$ cat config.mk
export PLATFORM = sky130hd
export DESIGN_NAME = ssc_config_port
export DESIGN_NICKNAME = d
export VERILOG_FILES = /design/src/ssc_pkg.sv /design/src/ssc_config_port.sv
export SDC_FILE = /design/constraint.sdc
export NUM_CORES = 1
export LEC_CHECK = 0
export ABC_AREA = 1
export BUFFER_PORTS_ARGS = -buffer_cell sky130_fd_sc_hd__buf_2
export CAP_MARGIN = 25
export CORE_MARGIN = 2
export CORE_UTILIZATION = 59
export DETAILED_ROUTE_END_ITERATION = 8
export GPL_ROUTABILITY_DRIVEN = 0
export PLACE_DENSITY = 0.8
export SLEW_MARGIN = 20
export SYNTH_ARGS = -nofsm -noshare
export SYNTH_HDL_FRONTEND = slang
export SYNTH_SLANG_ARGS = --single-unit
$ cat constraint.sdc
create_clock -name clock -period 3.2 [get_ports clock]
set_input_delay 0.32 -clock clock [delete_from_list [all_inputs] [get_ports clock]]
set_output_delay 0.32 -clock clock [all_outputs]
set_load 0.01 [all_outputs]
$ cat src/ssc_pkg.sv
// package: word layout, select codes and power states of the config port
package ssc_pkg;

    // ------------------------------------------------------------
    // serial word and field widths
    // ------------------------------------------------------------
    localparam int WORD_W = 20;    // bits per serial word
    localparam int REF_W = 15;     // reference divider value
    localparam int SWAL_W = 7;     // swallow count
    localparam int MAIN_W = 11;    // main count
    localparam int CAL_W = 7;      // calibration divider
    localparam int SYNC_W = 7;     // number of pins brought through syncs

    // ------------------------------------------------------------
    // field positions inside a captured word (bit 0 = first word bit)
    // ------------------------------------------------------------
    localparam int SEL_FIRST = 0;  // first select bit, word bit one
    localparam int SEL_SECOND = 1; // second select bit, word bit two
    localparam int REF_LSB = 2;    // reference value, lsb first
    localparam int SWAL_LSB = 2;   // swallow count, lsb first
    localparam int MAIN_LSB = 9;   // main count, lsb first
    localparam int PWR_POS = 2;    // synthesizer power bit
    localparam int PRESC_POS = 4;  // prescaler select
    localparam int CPI_LSB = 5;    // charge pump current, two bits
    localparam int CPS_LSB = 7;    // charge pump sign, two bits
    localparam int LDM_LSB = 9;    // lock pin mux low pair
    localparam int LDM_HI = 15;    // lock pin mux high bit
    localparam int CPT_LSB = 16;   // charge pump test, two bits
    localparam int CAL_LSB = 2;    // calibration divider, lsb first
    localparam int BIAS_POS = 13;  // output bias select

    // ------------------------------------------------------------
    // synchroniser vector slots
    // ------------------------------------------------------------
    localparam int IN_SCLK = 0;
    localparam int IN_SDATA = 1;
    localparam int IN_LOAD = 2;
    localparam int IN_PIN1 = 3;
    localparam int IN_PIN2 = 4;
    localparam int IN_REF = 5;
    localparam int IN_LO = 6;

    // ------------------------------------------------------------
    // prescaler base moduli and reset values
    // ------------------------------------------------------------
    localparam logic [5:0] PRESC_LOW = 6'h10;   // 16/17 setting
    localparam logic [5:0] PRESC_HIGH = 6'h20;  // 32/33 setting
    localparam logic [5:0] PRESC_ONE = 6'h01;   // extra count when swallowing
    localparam logic [19:0] WORD_RST = 20'h00000;

    // target register, {first word bit, second word bit}
    typedef enum logic [1:0] {
        SSC_SEL_REF = 2'h0,
        SSC_SEL_DIV = 2'h1,
        SSC_SEL_MODE = 2'h2,
        SSC_SEL_CAL = 2'h3
    } ssc_sel_t;

    // decoded power state
    typedef enum logic [2:0] {
        SSC_PWR_OFF = 3'h0,   // power bit clear
        SSC_PWR_DOWN = 3'h1,  // both pins low
        SSC_PWR_RX = 3'h2,    // both pins high
        SSC_PWR_TX = 3'h3,    // first high, second low
        SSC_PWR_IDLE = 3'h4   // first low, second high
    } ssc_pwr_t;

endpackage

$ cat src/ssc_config_port.sv
// module: three-wire config port, register set, power decode, dividers
// Function
// - sample data on clock rise, msb first
// - shift only while load strobe low
// - strobe rise loads word into target
// - 20-bit word, two low bits select
// - reference value in bits three-seventeen
// - swallow bits three-nine, main ten-twenty
// - mode word field layout
// - calibration divider and bias bit layout
// - swallow count spans zero to 127
// - main count three to 2047
// - reference count three to 32767
// - two prescaler settings, 16/17 and 32/33
// - power bit clear stops loop, loop dividers
// - pins low: power-down, contents kept
// - pins high: receive, loop running
// - first high, second low: transmit
// - first low, second high: idle, loop running
// - reference divided by reference count
// - power bit enables loop, port always on
// - prescaler bit zero 16/17, one 32/33
// - feedback ratio is prescaler*main plus swallow
// - two bits pick charge pump current
module ssc_config_port #(
    parameter int WORD_W = ssc_pkg::WORD_W,
    parameter int REF_W = ssc_pkg::REF_W,
    parameter int SWAL_W = ssc_pkg::SWAL_W,
    parameter int MAIN_W = ssc_pkg::MAIN_W,
    parameter int CAL_W = ssc_pkg::CAL_W
) (
    // clock and reset
    input wire logic clock,
    input wire logic rst_n,
    // three-wire serial port pins
    input wire logic serial_clk,
    input wire logic serial_data,
    input wire logic load_strobe,
    // power enable pins
    input wire logic power_pin_first,
    input wire logic power_pin_second,
    // signals to be divided
    input wire logic ref_in,
    input wire logic lo_in,
    // divider settings
    output logic [REF_W-1:0] ref_count,
    output logic [SWAL_W-1:0] swallow_count,
    output logic [MAIN_W-1:0] main_count,
    // mode settings
    output logic synth_power_bit,
    output logic prescaler_sel,
    output logic [1:0] cp_current,
    output logic [1:0] cp_sign,
    output logic [2:0] ld_select,
    output logic [1:0] cp_test,
    // calibration settings
    output logic [CAL_W-1:0] cal_count,
    output logic bias_sel,
    // power status
    output ssc_pkg::ssc_pwr_t power_state,
    output logic loop_active,
    output logic rx_enable,
    output logic tx_enable,
    // divided outputs, one-cycle pulses
    output logic ref_div_pulse,
    output logic lo_div_pulse,
    output logic cal_tick
);

    // ------------------------------------------------------------
    // shared helpers
    // ------------------------------------------------------------

    // true when a counter holds the last count of a divide-by-div
    function automatic logic at_last(input logic [15:0] cnt,
                                     input logic [15:0] div);
        at_last = (cnt + 16'h0001) >= div;
    endfunction

    // ------------------------------------------------------------
    // input synchronisers
    // ------------------------------------------------------------

    logic [ssc_pkg::SYNC_W-1:0] pins_raw; // all pins from outside
    logic [ssc_pkg::SYNC_W-1:0] sync1_reg; // first stage, read by sync2
    logic [ssc_pkg::SYNC_W-1:0] sync2_reg; // settled copy
    logic [ssc_pkg::SYNC_W-1:0] sync3_reg; // delayed copy for edges
    logic [ssc_pkg::SYNC_W-1:0] sync1_next;
    logic [ssc_pkg::SYNC_W-1:0] sync2_next;
    logic [ssc_pkg::SYNC_W-1:0] sync3_next;

    // gather pins; the serial clock is sampled, not used as a clock
    always_comb begin
        pins_raw = '0;
        pins_raw[ssc_pkg::IN_SCLK] = serial_clk;
        pins_raw[ssc_pkg::IN_SDATA] = serial_data;
        pins_raw[ssc_pkg::IN_LOAD] = load_strobe;
        pins_raw[ssc_pkg::IN_PIN1] = power_pin_first;
        pins_raw[ssc_pkg::IN_PIN2] = power_pin_second;
        pins_raw[ssc_pkg::IN_REF] = ref_in;
        pins_raw[ssc_pkg::IN_LO] = lo_in;
        sync1_next = pins_raw;
        sync2_next = sync1_reg;
        sync3_next = sync2_reg;
    end

    // strobe resets high so no false load follows reset release
    localparam logic [ssc_pkg::SYNC_W-1:0] SYNC_RST =
        ssc_pkg::SYNC_W'(1) << ssc_pkg::IN_LOAD;

    always_ff @(posedge clock or negedge rst_n) begin
        if (!rst_n) begin
            sync1_reg <= SYNC_RST;
            sync2_reg <= SYNC_RST;
            sync3_reg <= SYNC_RST;
        end else begin
            sync1_reg <= sync1_next;
            sync2_reg <= sync2_next;
            sync3_reg <= sync3_next;
        end
    end

    // settled levels and edges, all taken after the second stage
    logic sdata_s;
    logic load_s;
    logic pin1_s;
    logic pin2_s;
    logic sclk_rise;
    logic load_rise;
    logic ref_rise;
    logic lo_rise;
    assign sdata_s = sync2_reg[ssc_pkg::IN_SDATA];
    assign load_s = sync2_reg[ssc_pkg::IN_LOAD];
    assign pin1_s = sync2_reg[ssc_pkg::IN_PIN1];
    assign pin2_s = sync2_reg[ssc_pkg::IN_PIN2];
    assign sclk_rise = sync2_reg[ssc_pkg::IN_SCLK] &
                       ~sync3_reg[ssc_pkg::IN_SCLK];
    assign load_rise = load_s & ~sync3_reg[ssc_pkg::IN_LOAD];
    assign ref_rise = sync2_reg[ssc_pkg::IN_REF] &
                      ~sync3_reg[ssc_pkg::IN_REF];
    assign lo_rise = sync2_reg[ssc_pkg::IN_LO] &
                     ~sync3_reg[ssc_pkg::IN_LO];

    // ------------------------------------------------------------
    // serial shifter and register set
    // ------------------------------------------------------------

    logic [WORD_W-1:0] shift_reg; // last bits shifted in
    logic [WORD_W-1:0] ref_reg;   // reference divider word
    logic [WORD_W-1:0] div_reg;   // feedback divider word
    logic [WORD_W-1:0] mode_reg;  // operating mode word
    logic [WORD_W-1:0] cal_reg;   // calibration clock word
    logic [WORD_W-1:0] shift_next;
    logic [WORD_W-1:0] ref_next;
    logic [WORD_W-1:0] div_next;
    logic [WORD_W-1:0] mode_next;
    logic [WORD_W-1:0] cal_next;
    ssc_pkg::ssc_sel_t shift_sel; // target of the word in the shifter

    // word bit one is the last bit in, so it lands in bit 0
    assign shift_sel = ssc_pkg::ssc_sel_t'({shift_reg[ssc_pkg::SEL_FIRST],
                                            shift_reg[ssc_pkg::SEL_SECOND]});

    // shift and load; the register set never needs the loop powered
    always_comb begin
        shift_next = shift_reg;
        ref_next = ref_reg;
        div_next = div_reg;
        mode_next = mode_reg;
        cal_next = cal_reg;
        // a long burst simply pushes old bits out the top
        if (sclk_rise && !load_s) begin
            shift_next = {shift_reg[WORD_W-2:0], sdata_s};
        end
        // the whole word is kept; fields are picked out below
        if (load_rise) begin
            case (shift_sel)
                ssc_pkg::SSC_SEL_REF: begin
                    ref_next = shift_reg;
                end
                ssc_pkg::SSC_SEL_DIV: begin
                    div_next = shift_reg;
                end
                ssc_pkg::SSC_SEL_MODE: begin
                    mode_next = shift_reg;
                end
                ssc_pkg::SSC_SEL_CAL: begin
                    cal_next = shift_reg;
                end
                default: begin
                    ref_next = ref_reg;
                end
            endcase
        end
    end

    // no reset is defined on the pins; words clear to zero here
    always_ff @(posedge clock or negedge rst_n) begin
        if (!rst_n) begin
            shift_reg <= ssc_pkg::WORD_RST;
            ref_reg <= ssc_pkg::WORD_RST;
            div_reg <= ssc_pkg::WORD_RST;
            mode_reg <= ssc_pkg::WORD_RST;
            cal_reg <= ssc_pkg::WORD_RST;
        end else begin
            shift_reg <= shift_next;
            ref_reg <= ref_next;
            div_reg <= div_next;
            mode_reg <= mode_next;
            cal_reg <= cal_next;
        end
    end

    // field views; zero and don't-care bits are simply not used
    assign ref_count = ref_reg[ssc_pkg::REF_LSB +: REF_W];
    assign swallow_count = div_reg[ssc_pkg::SWAL_LSB +: SWAL_W];
    assign main_count = div_reg[ssc_pkg::MAIN_LSB +: MAIN_W];
    assign synth_power_bit = mode_reg[ssc_pkg::PWR_POS];
    assign prescaler_sel = mode_reg[ssc_pkg::PRESC_POS];
    assign cp_current = mode_reg[ssc_pkg::CPI_LSB +: 2];
    assign cp_sign = mode_reg[ssc_pkg::CPS_LSB +: 2];
    assign ld_select = {mode_reg[ssc_pkg::LDM_HI],
                        mode_reg[ssc_pkg::LDM_LSB +: 2]};
    assign cp_test = mode_reg[ssc_pkg::CPT_LSB +: 2];
    assign cal_count = cal_reg[ssc_pkg::CAL_LSB +: CAL_W];
    assign bias_sel = cal_reg[ssc_pkg::BIAS_POS];

    // ------------------------------------------------------------
    // power state decode
    // ------------------------------------------------------------

    ssc_pkg::ssc_pwr_t pwr_reg;
    ssc_pkg::ssc_pwr_t pwr_next;
    logic loop_reg;
    logic loop_next;

    // pins only matter while the power bit is set
    always_comb begin
        case ({pin1_s, pin2_s})
            2'h0: pwr_next = ssc_pkg::SSC_PWR_DOWN;
            2'h3: pwr_next = ssc_pkg::SSC_PWR_RX;
            2'h2: pwr_next = ssc_pkg::SSC_PWR_TX;
            default: pwr_next = ssc_pkg::SSC_PWR_IDLE;
        endcase
        if (!synth_power_bit) begin
            pwr_next = ssc_pkg::SSC_PWR_OFF;
        end
        loop_next = (pwr_next != ssc_pkg::SSC_PWR_OFF) &&
                    (pwr_next != ssc_pkg::SSC_PWR_DOWN);
    end

    always_ff @(posedge clock or negedge rst_n) begin
        if (!rst_n) begin
            pwr_reg <= ssc_pkg::SSC_PWR_OFF;
            loop_reg <= 1'b0;
        end else begin
            pwr_reg <= pwr_next;
            loop_reg <= loop_next;
        end
    end

    assign power_state = pwr_reg;
    assign loop_active = loop_reg;
    assign rx_enable = (pwr_reg == ssc_pkg::SSC_PWR_RX);
    assign tx_enable = (pwr_reg == ssc_pkg::SSC_PWR_TX);

    // ------------------------------------------------------------
    // reference, feedback and calibration dividers
    // ------------------------------------------------------------

    logic [REF_W-1:0] rcnt_reg;   // reference edges seen
    logic [5:0] pcnt_reg;         // prescaler position
    logic [MAIN_W-1:0] mcnt_reg;  // prescaler cycles seen
    logic [CAL_W-1:0] ccnt_reg;   // calibration edges seen
    logic rpulse_reg;
    logic lpulse_reg;
    logic cpulse_reg;
    logic [REF_W-1:0] rcnt_next;
    logic [5:0] pcnt_next;
    logic [MAIN_W-1:0] mcnt_next;
    logic [CAL_W-1:0] ccnt_next;
    logic rpulse_next;
    logic lpulse_next;
    logic cpulse_next;
    logic [5:0] presc_mod;        // current prescaler modulus

    // prescaler divides by P+1 until the swallow count is used up,
    // then by P, so one main cycle spans P*B+A input edges
    always_comb begin
        presc_mod = prescaler_sel ? ssc_pkg::PRESC_HIGH
                                  : ssc_pkg::PRESC_LOW;
        if (mcnt_reg < MAIN_W'(swallow_count)) begin
            presc_mod = presc_mod + ssc_pkg::PRESC_ONE;
        end
        rcnt_next = rcnt_reg;
        pcnt_next = pcnt_reg;
        mcnt_next = mcnt_reg;
        ccnt_next = ccnt_reg;
        rpulse_next = 1'b0;
        lpulse_next = 1'b0;
        cpulse_next = 1'b0;
        // reference chain
        if (ref_rise) begin
            if (at_last(16'(rcnt_reg), 16'(ref_count))) begin
                rcnt_next = '0;
                rpulse_next = 1'b1;
            end else begin
                rcnt_next = rcnt_reg + 1'b1;
            end
        end
        // feedback chain; main below swallow is a host error
        if (lo_rise) begin
            if (at_last(16'(pcnt_reg), 16'(presc_mod))) begin
                pcnt_next = '0;
                if (at_last(16'(mcnt_reg), 16'(main_count))) begin
                    mcnt_next = '0;
                    lpulse_next = 1'b1;
                end else begin
                    mcnt_next = mcnt_reg + 1'b1;
                end
            end else begin
                pcnt_next = pcnt_reg + 1'b1;
            end
        end
        // loop dividers are held clear while the loop is off
        if (!loop_reg) begin
            rcnt_next = '0;
            pcnt_next = '0;
            mcnt_next = '0;
            rpulse_next = 1'b0;
            lpulse_next = 1'b0;
        end
        // calibration clock runs apart from loop power; zero is off
        if (ref_rise && (cal_count != '0)) begin
            if (at_last(16'(ccnt_reg), 16'(cal_count))) begin
                ccnt_next = '0;
                cpulse_next = 1'b1;
            end else begin
                ccnt_next = ccnt_reg + 1'b1;
            end
        end
    end

    always_ff @(posedge clock or negedge rst_n) begin
        if (!rst_n) begin
            rcnt_reg <= '0;
            pcnt_reg <= '0;
            mcnt_reg <= '0;
            ccnt_reg <= '0;
            rpulse_reg <= 1'b0;
            lpulse_reg <= 1'b0;
            cpulse_reg <= 1'b0;
        end else begin
            rcnt_reg <= rcnt_next;
            pcnt_reg <= pcnt_next;
            mcnt_reg <= mcnt_next;
            ccnt_reg <= ccnt_next;
            rpulse_reg <= rpulse_next;
            lpulse_reg <= lpulse_next;
            cpulse_reg <= cpulse_next;
        end
    end

    assign ref_div_pulse = rpulse_reg;
    assign lo_div_pulse = lpulse_reg;
    assign cal_tick = cpulse_reg;

    // ------------------------------------------------------------
    // checks
    // ------------------------------------------------------------

    shift_sample_a: assert property (
        @(posedge clock) disable iff (!rst_n)
        sclk_rise && !load_s |=> shift_reg[0] == $past(sdata_s)
    ) else $error("serial bit not taken on clock rise");

    shift_hold_a: assert property (
        @(posedge clock) disable iff (!rst_n)
        load_s |=> $stable(shift_reg)
    ) else $error("shifter moved while strobe high");

    mode_load_a: assert property (
        @(posedge clock) disable iff (!rst_n)
        load_rise && shift_sel == ssc_pkg::SSC_SEL_MODE
        |=> mode_reg == $past(shift_reg)
    ) else $error("mode word not loaded on strobe rise");

    ref_load_a: assert property (
        @(posedge clock) disable iff (!rst_n)
        load_rise && shift_sel == ssc_pkg::SSC_SEL_REF
        |=> ref_reg == $past(shift_reg) && $stable(div_reg)
    ) else $error("reference word load wrong");

    div_load_a: assert property (
        @(posedge clock) disable iff (!rst_n)
        load_rise && shift_sel == ssc_pkg::SSC_SEL_DIV
        |=> div_reg == $past(shift_reg) && $stable(cal_reg)
    ) else $error("divider word load wrong");

    cal_load_a: assert property (
        @(posedge clock) disable iff (!rst_n)
        load_rise && shift_sel == ssc_pkg::SSC_SEL_CAL
        |=> cal_reg == $past(shift_reg) && $stable(mode_reg)
    ) else $error("calibration word load wrong");

    power_off_a: assert property (
        @(posedge clock) disable iff (!rst_n)
        !synth_power_bit |=> !loop_active ##1 !ref_div_pulse
    ) else $error("loop active with power bit clear");

    power_down_a: assert property (
        @(posedge clock) disable iff (!rst_n)
        synth_power_bit && !pin1_s && !pin2_s
        |=> power_state == ssc_pkg::SSC_PWR_DOWN && !loop_active
    ) else $error("power-down not entered");

    receive_state_a: assert property (
        @(posedge clock) disable iff (!rst_n)
        synth_power_bit && pin1_s && pin2_s
        |=> rx_enable && !tx_enable && loop_active
    ) else $error("receive state not entered");

    transmit_state_a: assert property (
        @(posedge clock) disable iff (!rst_n)
        synth_power_bit && pin1_s && !pin2_s
        |=> tx_enable && !rx_enable && loop_active
    ) else $error("transmit state not entered");

    idle_state_a: assert property (
        @(posedge clock) disable iff (!rst_n)
        synth_power_bit && !pin1_s && pin2_s
        |=> !tx_enable && !rx_enable && loop_active
    ) else $error("idle state wrong");

    presc_range_a: assert property (
        @(posedge clock) disable iff (!rst_n)
        pcnt_reg <= ssc_pkg::PRESC_HIGH
    ) else $error("prescaler count beyond largest modulus");

endmodule

Yosys cells after proc, flatten, opt, wreduce, memory -nomap -nowiden. Cells that the tools add are included.

Register bits after elaboration: 156. Input port bits: 9. Output and inout port bits: 61. Word-level logic and storage cells: 87.

Add/subtract/negate cells: 9. Order comparisons: 5. Equal/unequal tests: 11. Mux-type cells: 24. Bitwise logic cells: 8. Reduce and logical (&&, ||, !) cells: 13.

Operators with widths (count): $mux 15 (3); $mux 11 (4); $mux 6 (5); $add 15x1->16 const B (1); $ge 16x15->1 (1); $add 15x1->15 const B (1); $add 11x1->12 const B (1); $add 6x1->6 const B (2); $ge 12x11->1 (1); $add 11x1->11 const B (1); $lt 11x7->1 (1); $reduce_and 2->1 (5); $mux 1 (9); $pmux 3 s3 (1); $add 7x1->8 const B (1); $eq 2x2->1 const B (4); $ge 8x7->1 (1); $add 6x1->7 const B (1); $add 7x1->7 const B (1); $ge 7x6->1 (1); $mux 7 (1); $reduce_bool 7->1 (1); $eq 3x2->1 const B (2); $and 1x1->1 (4); other kinds (10) (17).

Longest topological paths before layout.
Depth in word-level cells: 7. Gate-level depth with buffers: 17. Depth with buffers taken out: 16.

Worst setup path before layout. Ideal clock, no wire load.

Path type: register to register. Start point: reg rcnt_reg[0]. End point: reg rcnt_reg[10]. Setup time: 0.117 ns. Data arrival time: 2.309 ns. Data required time: 3.083 ns. Setup slack: 0.773 ns. Cell stages (with the launch flop): 15. Path buffers: 1. Period minus slack after synthesis: 2.427 ns. Cell sequence: dfrtp_1 -> ha_1 -> nand2_1 -> nor3_1 -> nand4_1 -> nand2_1 -> inv_1 -> ha_1 -> nand3_1 -> or3_1 -> nor2_2 -> nand2_4 -> buf_8 -> nand3_1 -> nand2_1.

Longest elaborated chain between the ends: 5. Elaborated cells on any way between the ends: 6. Those cells by class: 2 x add/sub; 1 x order compare; 3 x mux.

RTL lines: from (decl) (RTL line ssc_config_port.sv:271) `logic [REF_W-1:0] rcnt_reg;`; from (signal assigned) (RTL line ssc_config_port.sv:354) `rcnt_reg <= rcnt_next;`; $add 15x1->16 (RTL line ssc_config_port.sv:77) `at_last = (cnt + 16'h0001) >= div;`; $ge 16x15->1 (RTL line ssc_config_port.sv:77); $mux 15 (*) (RTL line ssc_config_port.sv:304) `if (at_last(16'(rcnt_reg), 16'(ref_count))) begin`; $mux 15 (*) (RTL line ssc_config_port.sv:303) `if (ref_rise) begin`; $mux 15 (*) (RTL line ssc_config_port.sv:326) `if (!loop_reg) begin`.

Every way passes the cells marked *; elsewhere a longest branch is shown, timed or not. The select of a mux whose other input is x is not followed. A chain may end at the register's enable or synchronous reset.

Final worst setup path.
Start point: reg rcnt_reg[0]. End point: reg rcnt_reg[11].

Same word-level chain as after synthesis.

==> run_results.csv <==
group,metric,value,unit
die,core.rowCount,39,
global_route,grt_antenna_before_repair,0,
route,drtIter0Drc,511,
timing,finalWorstSetupSlack,370,ps
placed_design,dpl_worst_slack,428,ps
job,max-cap-violations,0,
placed_design,placement.cell_area,0.00739,mm2
final_layout,final-instance-count-excl-fill,1064,
setup_path,regToRegSetupSlack,370,ps
logic_synthesis,synth_fp_nets,878,
route,wire_per_inst,14.7,um
timing,max_slew_margin,39.7,%
global_route,grt_overflow_total,0,
timing,final.setup_skew,7.85,ps
logic_synthesis,synth-simple-area-share,22.4,%
timing,finalHoldViolations,0,
global_route,grt_pass1_wl,26.5,mm
placed_design,place_inst,1024,
power_and_ir_drop,irDropWorstVdd,551,uV
route,vias,5691,
logic_synthesis,synthesis.area_per_instance,8.38,um2
die,floorplan.initialDensity,60.4,%
final_layout,drive_above_1_share,13.8,%
final_layout,utilization,70.8,%
setup_path,critical_path.startpoint,"rcnt_reg[0]",
power_and_ir_drop,clockPowerShare,39.0,%
clock_network,clock_tree.buffer_depth,2,
power_and_ir_drop,cellLeakagePower,4.17,nW
power_and_ir_drop,cell_internal_power,0.00346,W
final_layout,syn_to_final_growth,17.1,%
die,coreArea,0.0114,mm2
timing,worst_slew_pin_slew,902,ps
logic_synthesis,synth.distinct_cells,37,
logic_synthesis,postSynth.asyncResetShare,100,%
logic_synthesis,synth_warnings,0,
clock_network,clock-sinks,136,
global_route,global_route.usage.total,26.5,%
die,design.die.area,0.0126,mm2
final_layout,diodes,0,
placed_design,post-dp-hpwl,10.9,mm
setup_path,crit_fanout,9,
power_and_ir_drop,share_seq_of_total_power,39.7,%
setup_path,kind_of_launch_point_of_the_worst_setup_path,"flip-flop",
route,highest-signal-layer,"met4",
clock_network,cts_max_level,4,
logic_synthesis,synthFlopType,"sky130_fd_sc_hd__dfrtp_1",
global_route,first_global_vias,5385,
run_status,status,"finished, final reports clean",
timing,final.setup.tns,0,ps
route,drt_pass1_iterations,6,
power_and_ir_drop,p_per_area,639,mW/mm2
timing,final_max_slew_viol_count,0,
logic_synthesis,adder_cell_share_of_the_synthesized_area,8.34,%
clock_network,cts.root.buffer_cell,"sky130_fd_sc_hd__clkbuf_16",
route,post-route-drc-count,0,
clock_network,post_cts.resized_instances,0,
logic_synthesis,combinational_family_with_the_most_area_after_synthesis,"simple AND/OR/NAND/NOR gates",
clock_network,clock_pin_slew_of_the_registers_on_the_worst_case_setup_and_hold_paths,60,ps
clock_network,tritoncts,"done",
logic_synthesis,synth_seq_cells,136,
die,die-height,112,um
logic_synthesis,synth.mux.area_fraction,0,%
logic_synthesis,synth_edf_count,0,
final_layout,largest_register_ffs,20,
timing,fmax,0.353,GHz
route,wl_met1,7.21,mm
timing,final.min_clock_period,2830,ps
logic_synthesis,syn-instance-count,823,
setup_path,required,3560,ps
route,met3_length,781,um
setup_path,worst-setup-path-type,"flip-flop to flip-flop",
timing,timing.final.setup_violations,0,
setup_path,setup.worst_path.end_class,"flip-flop",
clock_network,numCtsBuffers,17,
logic_synthesis,synth_xor_area_share,2.16,%
placed_design,buffer_ports.inserted,69,
logic_synthesis,mapped_cell_area,0.00690,mm2
timing,final_min_period_over_clock_period,88.4,%
route,routed_wl,15.6,mm
die,io-pin-count,70,
final_layout,fillerInstances,879,
clock_network,clkLatencyLatePin,430,ps
power_and_ir_drop,swShare,32.9,%
route,viasPerCell,5.35,
route,routed-wl-met2,7.45,mm
logic_synthesis,synth-compound-area-share,9.86,%
setup_path,r2r_path_start,"rcnt_reg[0]",
route,antenna_left,0,
global_route,grt_start_max_net_pins,75,
setup_path,timing.critical_path.arrival,3190,ps
final_layout,layout.nets,963,
min_path,hold_start,"sync1_reg[1]",
logic_synthesis,yosysSeqAreaShare,49.4,%
power_and_ir_drop,power.switching,0.00170,W
die,dieWidth,112,um
final_layout,finish.instance_area,0.00808,mm2
timing,rsz0062_at_grt,"no",
power_and_ir_drop,comb_power_share,21.3,%
min_path,holdCritPathClass,"flip-flop to flip-flop",
-- cell type report --
class	instances	area (um2)	share of cell area (%)
multi-input combinational	548	2950	36.5
clock inverter	13	156	1.93
inverter	121	454	5.62
sequential	136	3410	42.2
clock buffer	19	453	5.60
tap	143	179	2.21
timing repair buffer	84	484	5.99
-- stage by stage --
stage                     hold WS [ps]  total power, W
after global routing               352         0.00545
after floorplan                   24.4         0.00280
after detailed placement           335         0.00317
final                              349         0.00517
after global placement             332         0.00313
after CTS                          349         0.00520
-- path summary, 6_finish.rpt --
kind,end,cells after the start
worst max-delay path,rcnt_reg[11],13
worst min-delay path,sync2_reg[1],0
worst max register to register,rcnt_reg[11],13
worst min register to register,sync2_reg[1],0
max in group asynchronous,sync1_reg[2],3
min in group asynchronous,pcnt_reg[5],2
-- critical path: stages, from the launching register on --
cell and delay, ps:
sky130_fd_sc_hd__dfrtp_1 420, sky130_fd_sc_hd__ha_1 200, sky130_fd_sc_hd__nand2_1 90, sky130_fd_sc_hd__nor3_1 430, sky130_fd_sc_hd__nand4_1 160, sky130_fd_sc_hd__nand2_1 130, sky130_fd_sc_hd__inv_1 50, sky130_fd_sc_hd__ha_1 280
sky130_fd_sc_hd__a21oi_1 140, sky130_fd_sc_hd__o21ai_0 120, sky130_fd_sc_hd__nor2_2 340, sky130_fd_sc_hd__buf_4 250, sky130_fd_sc_hd__nand3_1 90, sky130_fd_sc_hd__nand2_1 80
-- power by group through the flow --
stage	sequential, W	clock (W)	combinational (W)
2_1_floorplan	0.00209	0	0.000704
4_1_cts	0.00205	0.00204	0.00111
3_5_place_dp	0.00208	0	0.00108
3_3_place_gp	0.00208	0	0.00105
5_1_grt	0.00208	0.00211	0.00126
6_report	0.00205	0.00201	0.00110
-- metal layers --
metal	global-route usage, %	vias up
li1	-	2821
met2	41.4	147
met4	7.80	0
met5	0	-
met1	37.6	2705
met3	5.89	18
-- repair_timing --
item / 4_1_cts / 5_1_grt
endpoints found under the hold margin: 77 / 0
setup buffers: 0 / 0
hold buffers: 8 / 0
-- cell usage after synthesis, drive strengths merged (9+ instances only) --
cell type,count,area (um2)
ha,46,576
nand2,207,787
nand4,16,106
inv,121,454
nand3,54,290
nor2,63,262
clkbuf,15,56.3
nor3,9,50.1
a21oi,17,88.8
o21ai,97,485
xor2,13,114
dfrtp,133,3330
-- logic make-up (layout without fill, tap and decap cells) --
logic type      after synthesis  count (layout)
simple gates                356             356
buf+inv                     139             237
flops                       136             136
compound gates              129             129
fa+ha+maj                    46              46
xor+xnor                     17              17
-- cells in the final DEF (no fill, tap or decap), drive strengths merged, types with 2 or more instances in the layout --
cell           n
buf           76
dlygate4sd3    8
nor2          63
inv          129
nand2        207
o21bai         4
a21oi         17
nor3           9
nand3         54
xor2          13
dfrtp        133
nor3b          2
ha            46
nand3b         2
o22ai          3
bufinv         2
clkbuf        19
nand4         16
clkinvlp       2
a31oi          2
dfstp          3
a21o           4
o21ai         97
xnor2          4
(Power assumes the default switching activity.)
